$ cat config.mk
export PLATFORM = sky130hd
export DESIGN_NAME = pub_counter
export DESIGN_NICKNAME = d
export VERILOG_FILES = /design/src/pub_pkg.sv /design/src/pub_step.sv /design/src/pub_counter.sv
export SDC_FILE = /design/constraint.sdc
export NUM_CORES = 1
export LEC_CHECK = 0
export BUFFER_PORTS_ARGS = -buffer_cell sky130_fd_sc_hd__buf_2
export CAP_MARGIN = 30
export CORE_ASPECT_RATIO = 0.5
export CORE_MARGIN = 2
export CORE_UTILIZATION = 26
export DETAILED_ROUTE_END_ITERATION = 6
export GPL_ROUTABILITY_DRIVEN = 0
export PLACE_DENSITY = 0.66
export SYNTH_ARGS = -nofsm -noshare
export SYNTH_HDL_FRONTEND = slang
export SYNTH_SLANG_ARGS = --single-unit
$ cat constraint.sdc
create_clock -name clk_in -period 2.4 [get_ports clk_in]
set_input_delay 0.12 -clock clk_in [delete_from_list [all_inputs] [get_ports clk_in]]
set_output_delay 0.12 -clock clk_in [all_outputs]
set_load 0.1 [all_outputs]
$ cat src/pub_pkg.sv
// constants, field layouts and bus codes for the presettable up/down counter
// assumes a 32-bit AHB-Lite bus with word-aligned single transfers
package pub_pkg;

	localparam int CNT_W = 4;

	// count limits for the two modes
	localparam logic [CNT_W-1:0] CNT_ZERO = 4'h0;
	localparam logic [CNT_W-1:0] BIN_MAX  = 4'hf;
	localparam logic [CNT_W-1:0] DEC_MAX  = 4'h9;
	localparam logic [CNT_W-1:0] CNT_ONE  = 4'h1;
	localparam logic [CNT_W-1:0] CNT_RST  = 4'h0;

	// register byte offsets
	localparam int ADDR_W = 32;
	localparam int OFS_W  = 8;
	localparam logic [OFS_W-1:0] OFS_CTRL = 8'h00;
	localparam logic [OFS_W-1:0] OFS_STEP = 8'h04;
	localparam logic [OFS_W-1:0] OFS_STAT = 8'h08;
	localparam logic [ADDR_W-OFS_W-1:0] ADDR_HI_ZERO = 24'h00_0000;

	localparam int STEP_BIT = 0;
	localparam int CTRL_W   = 8;
	localparam int STAT_W   = 5;
	localparam int DATA_W   = 32;

	// ahb-lite codes
	localparam logic [1:0]        HTRANS_IDLE  = 2'h0;
	localparam logic [1:0]        HTRANS_NSEQ  = 2'h2;
	localparam logic              HRESP_OKAY   = 1'h0;
	localparam logic [DATA_W-1:0] RDATA_ZERO   = 32'h0000_0000;

	// control register, bit 0 is load
	typedef struct packed {
		logic [CNT_W-1:0] data;
		logic             up;
		logic             binary;
		logic             inhibit;
		logic             load;
	} pub_ctrl_t;

	localparam pub_ctrl_t CTRL_RST = 8'h00;

	// status register, bit 4 is the active-low terminal count
	typedef struct packed {
		logic             tc_n;
		logic [CNT_W-1:0] count;
	} pub_stat_t;

endpackage

$ cat src/pub_step.sv
// next-count and end-of-range logic for one step of the counter
// assumes a four-bit count; purely combinational
`timescale 1ns/1ps
`default_nettype none

module pub_step
	import pub_pkg::*;
(
	input  wire logic [CNT_W-1:0] count_in,
	input  wire logic             binary_in,
	input  wire logic             up_in,
	output logic      [CNT_W-1:0] next_out,
	output logic                  at_end_out
);

	wire logic [CNT_W-1:0] top_val;
	wire logic             at_top;
	wire logic             at_zero;

	assign top_val = binary_in ? BIN_MAX : DEC_MAX;
	assign at_top  = (count_in == top_val);
	assign at_zero = (count_in == CNT_ZERO);

	// out-of-range decade values simply step through: counting up they wrap at fifteen, counting down they fall back to nine
	assign next_out = up_in ? (at_top ? CNT_ZERO : count_in + CNT_ONE)
	                        : (at_zero ? top_val : count_in - CNT_ONE);
	assign at_end_out = up_in ? at_top : at_zero;

endmodule

`default_nettype wire

$ cat src/pub_counter.sv
// presettable four-bit up/down binary/decade counter with ahb-lite register access
// assumes a single ahb-lite master, zero-wait-state slave, synchronous inputs on clk_in
//
// Contract
// - keep a four-stage count that counts binary or decade, up or down, with a terminal-count carry in both modes.
// - offer four count outputs, one carry output, and inputs for clock, carry-in, mode, direction, load and data.
// - while load is enabled the count takes the parallel data at once, without a count step.
// - load with all data bits low forces the count to zero, which is the only clear; the code also clears the count to zero on rst_in.
// - a count step changes the count by exactly one, only with carry-in and load both low.
// - with carry-in or load high the count holds across count steps.
// - the carry output is high except while carry-in is low and the count sits at its end of range.
// - mode high counts pure binary, mode low counts decade in bcd.
// - direction high counts up, direction low counts down.
//
// Register access over AHB-Lite and the register offsets were left to the implementer.
`timescale 1ns/1ps
`default_nettype none

module pub_counter
	import pub_pkg::*;
(
	input  wire logic              clk_in,
	input  wire logic              rst_in,
	input  wire logic              hsel_in,
	input  wire logic [ADDR_W-1:0] haddr_in,
	input  wire logic [1:0]        htrans_in,
	input  wire logic              hwrite_in,
	input  wire logic [2:0]        hsize_in,
	input  wire logic [DATA_W-1:0] hwdata_in,
	input  wire logic              hready_in,
	output logic                   hreadyout_out,
	output logic                   hresp_out,
	output logic      [DATA_W-1:0] hrdata_out,
	output logic      [CNT_W-1:0]  count_out,
	output logic                   terminal_count_out
);

	pub_ctrl_t         ctrl_ff;
	logic [CNT_W-1:0]  count_ff;
	logic              tc_n_ff;
	logic              wr_pend_ff;
	logic [OFS_W-1:0]  wr_ofs_ff;
	logic [DATA_W-1:0] rdata_ff;
	logic              ready_ff;

	// address phase decode
	wire logic             addr_take;
	wire logic             addr_hi_ok;
	wire logic [OFS_W-1:0] addr_ofs;

	assign addr_take  = hsel_in & hready_in & htrans_in[1];
	assign addr_hi_ok = (haddr_in[ADDR_W-1:OFS_W] == ADDR_HI_ZERO);
	assign addr_ofs   = haddr_in[OFS_W-1:0];

	// data phase writes
	wire logic      wr_ctrl;
	wire logic      wr_step;
	wire logic      step_req;
	wire pub_ctrl_t nxt_ctrl;

	assign wr_ctrl  = wr_pend_ff & (wr_ofs_ff == OFS_CTRL);
	assign wr_step  = wr_pend_ff & (wr_ofs_ff == OFS_STEP);
	assign step_req = wr_step & hwdata_in[STEP_BIT];
	assign nxt_ctrl = wr_ctrl ? pub_ctrl_t'(hwdata_in[CTRL_W-1:0]) : ctrl_ff;

	// step value for the settings standing before the step
	wire logic [CNT_W-1:0] step_val;

	pub_step u_step_now (
		.count_in   (count_ff),
		.binary_in  (ctrl_ff.binary),
		.up_in      (ctrl_ff.up),
		.next_out   (step_val),
		.at_end_out ()
	);

	// a step only counts with carry-in and load low, and a new load wins
	wire logic             step_go;
	wire logic [CNT_W-1:0] nxt_count;

	assign step_go   = step_req & ~ctrl_ff.inhibit & ~ctrl_ff.load & ~nxt_ctrl.load;
	assign nxt_count = nxt_ctrl.load ? nxt_ctrl.data
	                 : (step_go ? step_val : count_ff);

	// the carry is judged on next-state values so the registered output shows no lag
	wire logic             nxt_end;
	wire logic             nxt_tc_n;

	pub_step u_step_next (
		.count_in   (nxt_count),
		.binary_in  (nxt_ctrl.binary),
		.up_in      (nxt_ctrl.up),
		.next_out   (),
		.at_end_out (nxt_end)
	);

	assign nxt_tc_n = ~(~nxt_ctrl.inhibit & nxt_end);

	// read mux also uses next-state values, so a read right after a write sees it
	wire pub_stat_t        nxt_stat;
	wire logic [DATA_W-1:0] rd_mux;
	wire logic [DATA_W-1:0] nxt_rdata;

	assign nxt_stat  = '{tc_n: nxt_tc_n, count: nxt_count};
	assign rd_mux    = (addr_ofs == OFS_CTRL) ? {{(DATA_W-CTRL_W){1'b0}}, nxt_ctrl}
	                 : (addr_ofs == OFS_STAT) ? {{(DATA_W-STAT_W){1'b0}}, nxt_stat}
	                 : RDATA_ZERO;
	assign nxt_rdata = (addr_take & ~hwrite_in & addr_hi_ok) ? rd_mux : RDATA_ZERO;

	always_ff @(posedge clk_in)
	begin
		if (rst_in)
		begin
			wr_pend_ff <= 1'b0;
			wr_ofs_ff  <= OFS_CTRL;
			rdata_ff   <= RDATA_ZERO;
			ready_ff   <= 1'b1;
		end
		else
		begin
			wr_pend_ff <= addr_take & hwrite_in & addr_hi_ok;
			wr_ofs_ff  <= addr_ofs;
			rdata_ff   <= nxt_rdata;
			ready_ff   <= 1'b1;
		end
	end

	always_ff @(posedge clk_in)
	begin
		if (rst_in)
		begin
			ctrl_ff  <= CTRL_RST;
			count_ff <= CNT_RST;
			// reset leaves zero, counting down, carry-in low: already the end of range
			tc_n_ff  <= 1'b0;
		end
		else
		begin
			ctrl_ff  <= nxt_ctrl;
			count_ff <= nxt_count;
			tc_n_ff  <= nxt_tc_n;
		end
	end

	assign hreadyout_out      = ready_ff;
	assign hresp_out          = HRESP_OKAY;
	assign hrdata_out         = rdata_ff;
	assign count_out          = count_ff;
	assign terminal_count_out = tc_n_ff;

	wire logic [CNT_W-1:0] chk_top;
	wire logic             chk_end;

	assign chk_top = ctrl_ff.binary ? BIN_MAX : DEC_MAX;
	assign chk_end = ctrl_ff.up ? (count_ff == chk_top) : (count_ff == CNT_ZERO);
endmodule

`default_nettype wire

# ---- Word level (Yosys, flattened, before mapping)
# Index checks and enable logic that the tools add are counted.
# Widths: inputs -> output; s select.
dict set report classes {
  n_addsub 2
  mul 0
  n_div 0
  n_lt_le_gt_ge 0
  n_eq_ne 4
  shifts 0
  muxes 11
  bitwise 20
  n_reduce_logical 7
}
# op count
set op_table {}
lappend op_table {{$logic_not 24->1} 1}
lappend op_table {{$mux 4} 5}
lappend op_table {{$logic_not 8->1} 2}
lappend op_table {{$mux 8} 2}
lappend op_table {{$and 1x1->1} 13}
lappend op_table {{$eq 4x4->1} 2}
lappend op_table {{$eq 8x3->1 const B} 1}
lappend op_table {{$eq 8x4->1 const B} 1}
lappend op_table {{$logic_not 4->1} 2}
lappend op_table {{$not 1->1} 7}
lappend op_table {{$mux 3} 2}
lappend op_table {{$mux 5} 1}
lappend op_table {{$add 4x1->4 const B} 1}
lappend op_table {{$sub 4x1->4 const B} 1}
lappend op_table {{$reduce_or 3->1} 1}
lappend op_table {{$reduce_or 2->1} 1}
lappend op_table {{$mux 1} 1}
dict set report totals {
  reg_bits 54
  latchBits 0
  ramBits 0
  romBits 0
  inputBits 74
  output_inout_bits 39
  elab_cells 55
  mem_count 0
}

# ---- Longest topological paths before layout
# Gate-level depths: netlist (run 1).
dict set report depth {
  ltp_word 14
  depth_mapped 10
  mapped_depth_nobuf 9
}

# ---- Cells and area by module
# Synthesis (run 1) repeated with hierarchy kept, for this count alone.
dict set report unflattened {
  cells_unflattened 230
  hier_area_um2 1964.4
}
# mod n_inst cells_per_inst area_per_inst_um2 seq_area_each_um2
set modules_own_cells {}
lappend modules_own_cells {pub_counter 1 160 1508.9 600.6}
lappend modules_own_cells {pub_step 2 35 227.7 0.0}

# ---- Least setup slack after synthesis (run 1)
# Ideal clock, no wire load.
dict set report synth_timing {
  kind {reg2reg}
  from {register count_ff[2] (netlist: count_out[2])}
  to {register rdata_ff[4] (netlist: hrdata_out[4])}
  setup_ps 127
  arrival_ps 2920
  required_time_ps 2273
  setup_slack_ps -646
  path_stages_with_launch 9
  path_buffers 1
  synth_period_minus_slack_ps 3046
  cell_sequence {dfxtp_1 > buf_2 > nor2_1 > or4_1 > mux2i_4 > a22oi_2 > or4_4 > a21oi_2 > o41ai_1}
}
dict set report synth_between {
  elab_chain_cells 11
  elab_cells_between_ends 16
  cone_classes {add/sub: 2; eq/ne: 2; mux: 8; bitwise: 2; reduce/logical: 2}
}
# item line
set synth_rtl {}
lappend synth_rtl {{start, declared} pub_counter.sv:39} ;# logic [CNT_W-1:0] count_ff;
lappend synth_rtl {{start signal, assigned} pub_counter.sv:140} ;# count_ff <= nxt_count;
lappend synth_rtl {{$sub 4x1->4 (tied with other cells)} pub_step.sv:26} ;# : (at_zero ? top_val : count_in - CNT_ONE);
lappend synth_rtl {{$mux 4 (on tied branches)} {pub_step.sv:26, pub_step.sv:25}}
lappend synth_rtl {{$mux 4} pub_step.sv:25} ;# assign next_out = up_in ? (at_top ? CNT_ZERO : count_in + CNT_ONE)
lappend synth_rtl {{$mux 4 *} pub_counter.sv:83} ;# : (step_go ? step_val : count_ff);
lappend synth_rtl {{$mux 4 *} pub_counter.sv:82} ;# assign nxt_count = nxt_ctrl.load ? nxt_ctrl.data
lappend synth_rtl {{$eq 4x4->1 / $logic_not 4->1 (equally long branches)} {pub_step.sv:21, pub_step.sv:22}}
lappend synth_rtl {{$mux 1 *} pub_step.sv:27} ;# assign at_end_out = up_in ? at_top : at_zero;
lappend synth_rtl {{$and 1x1->1 *} pub_counter.sv:97} ;# assign nxt_tc_n = ~(~nxt_ctrl.inhibit & nxt_end);
lappend synth_rtl {{$not 1->1 *} pub_counter.sv:97}
lappend synth_rtl {{$mux 5 *} pub_counter.sv:106} ;# : (addr_ofs == OFS_STAT) ? {{(DATA_W-STAT_W){1'b0}}, nxt_stat}
lappend synth_rtl {{$mux 8 *} pub_counter.sv:105} ;# assign rd_mux = (addr_ofs == OFS_CTRL) ? {{(DATA_W-CTRL_W){1'b0}}, nxt_ctrl}
lappend synth_rtl {{end signal, assigned} pub_counter.sv:123} ;# rdata_ff <= nxt_rdata;
lappend synth_rtl {{end, declared} pub_counter.sv:43} ;# logic [DATA_W-1:0] rdata_ff;
# Mark *: on every way between the ends. The rest lies on a longest branch, timed or not.
# A chain may end at the register's enable or synchronous reset.

# ---- Worst setup path in the final report (run 1)
dict set report layout_timing {
  from {register wr_ofs_ff[0]}
  to {register rdata_ff[4] (netlist: hrdata_out[4])}
}
dict set report layout_between {
  elab_chain_cells 14
  elab_cells_between_ends 21
  cone_classes {eq/ne: 2; mux: 7; bitwise: 10; reduce/logical: 2}
}
# item line
set layout_rtl {}
lappend layout_rtl {{start, declared} pub_counter.sv:42} ;# logic [OFS_W-1:0] wr_ofs_ff;
lappend layout_rtl {{start signal, assigned} pub_counter.sv:122} ;# wr_ofs_ff <= addr_ofs;
lappend layout_rtl {{$eq 8x3->1} pub_counter.sv:62} ;# assign wr_step = wr_pend_ff & (wr_ofs_ff == OFS_STEP);
lappend layout_rtl {{$and 1x1->1} pub_counter.sv:62}
lappend layout_rtl {{$and 1x1->1} pub_counter.sv:63} ;# assign step_req = wr_step & hwdata_in[STEP_BIT];
lappend layout_rtl {{$and 1x1->1 (3 in series)} pub_counter.sv:81} ;# assign step_go = step_req & ~ctrl_ff.inhibit & ~ctrl_ff.load & ~nxt_ctrl.load;
lappend layout_rtl {{$mux 4} pub_counter.sv:83}
lappend layout_rtl {{$mux 4} pub_counter.sv:82}
lappend layout_rtl {{$eq 4x4->1 / $logic_not 4->1 (equally long branches)} {pub_step.sv:21, pub_step.sv:22}}
lappend layout_rtl {{$mux 1} pub_step.sv:27}
lappend layout_rtl {{$and 1x1->1} pub_counter.sv:97}
lappend layout_rtl {{$not 1->1} pub_counter.sv:97}
lappend layout_rtl {{$mux 5} pub_counter.sv:106}
lappend layout_rtl {{$mux 8 *} pub_counter.sv:105}
# Marked as above.

==> results_dict.tcl, run 1 <==
set metrics [dict create \
    outcome "completed" \
    path_delay_family "simple AND/OR/NAND/NOR gates" \
    crit_fanout 2 \
    wl_mm 4.47 \
    vias_per_cell 4.46 \
    clk_latency_ns 0.28 \
    muxShareOfSynthArea_pct 6.36 \
    p_switching_mw 0.425 \
    cts_tree "yes" \
    worst_hold_slack_ns 0.0715 \
    worstPathArrival_ns 2.53 \
    drc_errors 0 \
    ys_warn_count 0 \
    clockPowerShare_pct 46.7 \
    crit_chain "or4b_4, nor3_4, mux2_4, or4_4, a21oi_4, o41ai_2" \
    synth_compound_area_share_pct 14.5 \
    report.final.slew_viol_count 0 \
    drive_gt1_share_pct 41.5 \
    setup_viol_count_final 0 \
    synth-simple-area-share_pct 28.9 \
    crit_slowest_cell "or4b_4" \
    clk_path_buf_depth 2 \
    core-area_mm2 0.00667 \
    synth_fa_ha_area_share_pct 1.40 \
    period_needed_ns 2.38 \
    share_comb_of_total_power_pct 18.0 \
    antenna_found_initial 0 \
    grt_pass1_wl_mm 6.72 \
    hold_buffers 0 \
    synth_ff_type "dfxtp_1" \
    maxCapViolCount 0 \
    grt_pass1_vias 1476 \
    clkSinkCount 30 \
    crit_buf_inv 0 \
    clk_pin_slew_ns 0.05 \
    synth_seq_area_share_pct 33.6 \
    post_drt_wl_per_cell_um 12.1 \
    nNetsFinal 352 \
    power.internal_mw 1.01 \
    die_h_um 62.7 \
    power_leakage_nw 1.07 \
    rsz0062_at_grt "true" \
    fillers 677 \
    timing.fmax_mhz 420 \
    diodes 0 \
    numCtsBuffers 5 \
    track_usage_pct 11.1 \
    tns_ns 0 \
    use_met3_pct 2.55 \
    gr-total-overflow 0 \
    io_pins 113 \
    netlist_area_mm2 0.00179 \
    use_met1_pct 13.8 \
    finClkSkew_ns 0.00613 \
    synth_top_family_by_area "simple AND/OR/NAND/NOR gates" \
    postSynth.asyncResetShare_pct 0 \
    die-width_um 121 \
    peakVddDrop_v 0.000231 \
    p_seq_share_pct 35.3 \
    syn_avg_cell_area_um2 8.90 \
    drt_iter0_drc 70 \
    syn_to_final_growth_pct 36.5 \
    io_buffers 58 \
    path_class "flip-flop to flip-flop" \
    p_sw_share_pct 29.6 \
    drt_pass1_iterations 5 \
    max_stage_delay_ns 0.58 \
    h-tree-depth 2 \
    rows 21 \
    period_share_pct 99.2 \
    clk_root_buffer_cell "clkbuf_16" \
    globalRouteMet2Util_pct 18.3 \
    hold_viol 0 \
    dp_hpwl_mm 3.28 \
    p_per_area_mw_per_mm2 588 \
    worstSetupEndpointType "flip-flop" \
    finalCoreUtilization_pct 36.6 \
    dieArea_mm2 0.00760 \
    cp.required_ns 2.55 \
    synth_xor_area_share_pct 0.490 \
    start_kind "flip-flop" \
    synth-edff-count 0 \
    antenna_left 0 \
    syn_inst 201 \
    num_vias 1647 \
    synth_cell_types 60 \
    hp-class "input pin to flip-flop" \
    grt-busiest-layer "met2" \
    grt_start_max_net_pins 23 \
    synth-seq-cells 30 \
    start_util_pct 26.8 \
]
==> routing by layer <==
metal	share of wire, %	vias up
met5	0	-
met4	1.5	0
met3	5.7	7
met2	50	57
met1	43	757
li1	-	826
==> cell usage in the layout (no fill, tap or decap), types with 3 or more instances in the layout <==
cell type	n
a211oi_1	5
a21oi_1	4
buf_2	58
buf_4	18
clkbuf_16	5
clkbuf_8	3
conb_1	26
dfxtp_1	25
dfxtp_4	4
inv_1	5
mux2i_1	8
nand2_1	9
nand3_1	5
nand4_1	3
nor2_1	21
nor2b_1	9
nor4_1	7
or3_1	3
==> cells by family (layout without fill, tap and decap cells) <==
logic type / count (synthesis) / count (layout)
simple gates: 85 / 85
buf+inv: 40 / 92
compound gates: 31 / 31
flops: 30 / 30
mux: 10 / 10
fa+ha+maj: 2 / 2
other cells: 2 / 26
xor+xnor: 1 / 1
==> power groups by stage <==
stage	clock, mW	sequential, mW	combinational [mW]
global placement	0	0.516	0.255
CTS	0.677	0.507	0.256
global route	0.710	0.507	0.268
finish	0.671	0.507	0.258
floorplan	0	0.517	0.237
detailed placement	0	0.516	0.256
==> cells in the mapped netlist, types with 4 or more instances <==
library cell | count | area [um2]
nand2_1 | 9 | 33.8
a211oi_1 | 6 | 45.0
a21oi_1 | 4 | 20.0
clkbuf_1 | 4 | 15.0
dfxtp_1 | 30 | 601
nor2b_1 | 9 | 56.3
nand3_1 | 5 | 25.0
mux2i_1 | 8 | 80.1
nor2_1 | 21 | 78.8
buf_4 | 26 | 195
nor4_1 | 8 | 50.1
inv_1 | 7 | 26.3
==> per-stage QoR <==
step	power (mW)	area (um2)	worst slack [ns]	std cells
CTS	1.44	2370	0.0198	364
floorplan	0.754	1930	-0.0394	225
global route	1.48	2440	-0.0654	369
detailed placement	0.772	2200	0.0229	356
finish	1.44	2440	0.0183	369
global placement	0.771	2200	0.0481	356
==> area by class of cell <==
type	count	area [um2]	area share, %
Inverter	7	28.8	1.18
Multi-Input combinational cell	155	1080	44.2
Tap cell	92	115	4.71
Clock buffer	8	166	6.81
Sequential cell	30	617	25.3
Timing Repair Buffer	77	437	17.9
==> final timing paths <==
path	startpoint	endpoint	slack [ns]	depth (start not counted)
max	wr_ofs_ff[0]	hrdata_out[4]	0.02	6
min	haddr_in[4]	wr_ofs_ff[4]	0.07	2
max reg2reg	wr_ofs_ff[0]	hrdata_out[4]	0.02	6
min reg2reg	ctrl_ff[7]	ctrl_ff[7]	0.51	2
==> what timing repair did <==
action,4_1_cts,5_1_grt
endpoints found under the setup margin,0,2
buffers inserted,0,5
resized for setup,0,8
==> state kept, by name (all words and copies together), names as in the netlist <==
name / count
count_out: 4
ctrl_ff: 8
hrdata_out: 8
terminal_count_out: 1
wr_ofs_ff: 8
wr_pend_ff: 1
No activity file was read; power rests on OpenSTA's default activity.
==> run 2: changes to the inputs <==
Settings changed: CAP_MARGIN 30 to not set, PLACE_DENSITY 0.66 to 0.65, SKIP_CTS_REPAIR_TIMING set to 1, SYNTH_HIERARCHICAL set to 1.
==> results_dict.tcl, run 2 <==
set metrics [dict create \
    outcome "complete, but fails checks" \
    violations "setup timing" \
    hp-class "input pin to flip-flop" \
    rows 21 \
    cp.required_ns 2.54 \
    h-tree-depth 2 \
    post_drt_wl_per_cell_um 11.6 \
    num_vias 1711 \
    die_h_um 63.0 \
    report.final.slew_viol_count 0 \
    setup_viol_count_final 2 \
    multi_input_area_mm2 0.00105 \
    clockPowerShare_pct 44.1 \
    gr-total-overflow 0 \
    drt_iter0_drc 63 \
    dieArea_mm2 0.00768 \
    drc_errors 0 \
    diodes 0 \
    clk_path_buf_depth 2 \
    cts_tree "yes" \
    worst_hold_slack_ns 0.0683 \
    p_per_area_mw_per_mm2 546 \
    syn_to_final_growth_pct 39.2 \
    syn_inst 207 \
    rsz0062_at_grt "true" \
    p_seq_share_pct 36.8 \
    io_pins 113 \
    share_comb_of_total_power_pct 19.0 \
    ys_warn_count 6 \
    p_switching_mw 0.415 \
    drive_gt1_share_pct 42.4 \
    numCtsBuffers 5 \
    drt_pass1_iterations 4 \
    antenna_found_initial 0 \
    clkSinkCount 30 \
    power.internal_mw 0.960 \
    final_common_cell "buf_2" \
    crit_fanout 5 \
    die-width_um 122 \
    antenna_left 0 \
    clk_pin_slew_ns 0.05 \
    grt_start_max_net_pins 22 \
    dp_cells 378 \
    period_share_pct 109 \
    hold_viol 0 \
    syn_avg_cell_area_um2 8.74 \
    seq_area_um2 617 \
    power_leakage_nw 1.17 \
    worstPathArrival_ns 2.76 \
    start_kind "flip-flop" \
    worstHoldStart "haddr_in[1]" \
    timing.rr.start "wr_ofs_ff[7]" \
    finalCoreUtilization_pct 37.6 \
    track_usage_pct 12.1 \
    period_needed_ns 2.62 \
    finClkSkew_ns 0.00299 \
    clk_root_buffer_cell "clkbuf_16" \
    start_util_pct 27.0 \
    io_buffers 58 \
    timing.fmax_mhz 382 \
    fin_ws_ns -0.221 \
    path_class "flip-flop to flip-flop" \
    fillers 667 \
    startpoint "wr_ofs_ff[7]" \
    worstSetupEndpointType "flip-flop" \
    maxCapViolCount 0 \
    nNetsFinal 371 \
    grt_pass1_vias 1549 \
    dp_slack_ns -0.202 \
    wl_mm 4.48 \
    netlist_area_mm2 0.00181 \
    p_sw_share_pct 30.2 \
    vias_per_cell 4.42 \
    layout_common_cells "58 x buf_2, 36 x buf_4, 26 x conb_1, 25 x dfxtp_1, 21 x nor2_1" \
    grt_pass1_wl_mm 7.40 \
    fin_cells 387 \
    clk_latency_ns 0.27 \
    peakVddDrop_v 0.000221 \
    core-area_mm2 0.00670 \
    tns_ns -0.409 \
    dp_hpwl_mm 3.41 \
]
run 2: final cells by class:
| cell class | instances | share of cell area (%) |
|---|---|---|
| multi-input cells | 155 | 41.6 |
| well taps | 92 | 4.57 |
| inverters | 8 | 1.19 |
| flip-flops and latches | 30 | 24.5 |
| clock buffers | 7 | 5.66 |
| clock inverters | 1 | 0.199 |
| repair buffers | 94 | 22.3 |
run 2: final timing paths:
| kind | slack (ns) | cells after the start | end |
|---|---|---|---|
| worst min-delay path | 0.07 | 2 | wr_ofs_ff[1] |
| worst min register to register | 0.50 | 2 | ctrl_ff[5] |
| worst max-delay path | -0.22 | 9 | hrdata_out[4] |
| worst max register to register | -0.22 | 9 | hrdata_out[4] |
run 2: metrics by stage:
| stage | total power, mW | cell area (um2) |
|---|---|---|
| after detailed placement | 0.775 | 2320 |
| after floorplan | 0.749 | 1920 |
| after CTS | 1.38 | 2470 |
| after global routing | 1.43 | 2520 |
| final | 1.37 | 2520 |
| after global placement | 0.774 | 2320 |
run 2: layer usage:
layer | track usage (%) | vias up | share of wire (%)
met5 | 0 | - | 0
met4 | 4.17 | 0 | 1.4
met3 | 2.65 | 7 | 5.7
met2 | 20.1 | 56 | 47
met1 | 15.5 | 781 | 46
li1 | - | 867 | -
run 2: critical path, stage by stage, from the launching register on:
cell      delay [ns]
dfxtp_2         0.32
or4b_4          0.54
or3_4           0.45
mux2i_2         0.22
inv_1           0.08
or3_4           0.39
a21oi_2         0.12
o21bai_1        0.11
o211a_1         0.19
o22ai_1         0.07
run 2: power by group through the flow:
| stage | combinational [mW] | sequential [mW] | clock [mW] |
|---|---|---|---|
| final | 0.262 | 0.507 | 0.607 |
| after global routing | 0.274 | 0.506 | 0.652 |
| after CTS | 0.260 | 0.506 | 0.618 |
| after detailed placement | 0.259 | 0.516 | 0 |
| after global placement | 0.259 | 0.516 | 0 |
| after floorplan | 0.233 | 0.516 | 0 |
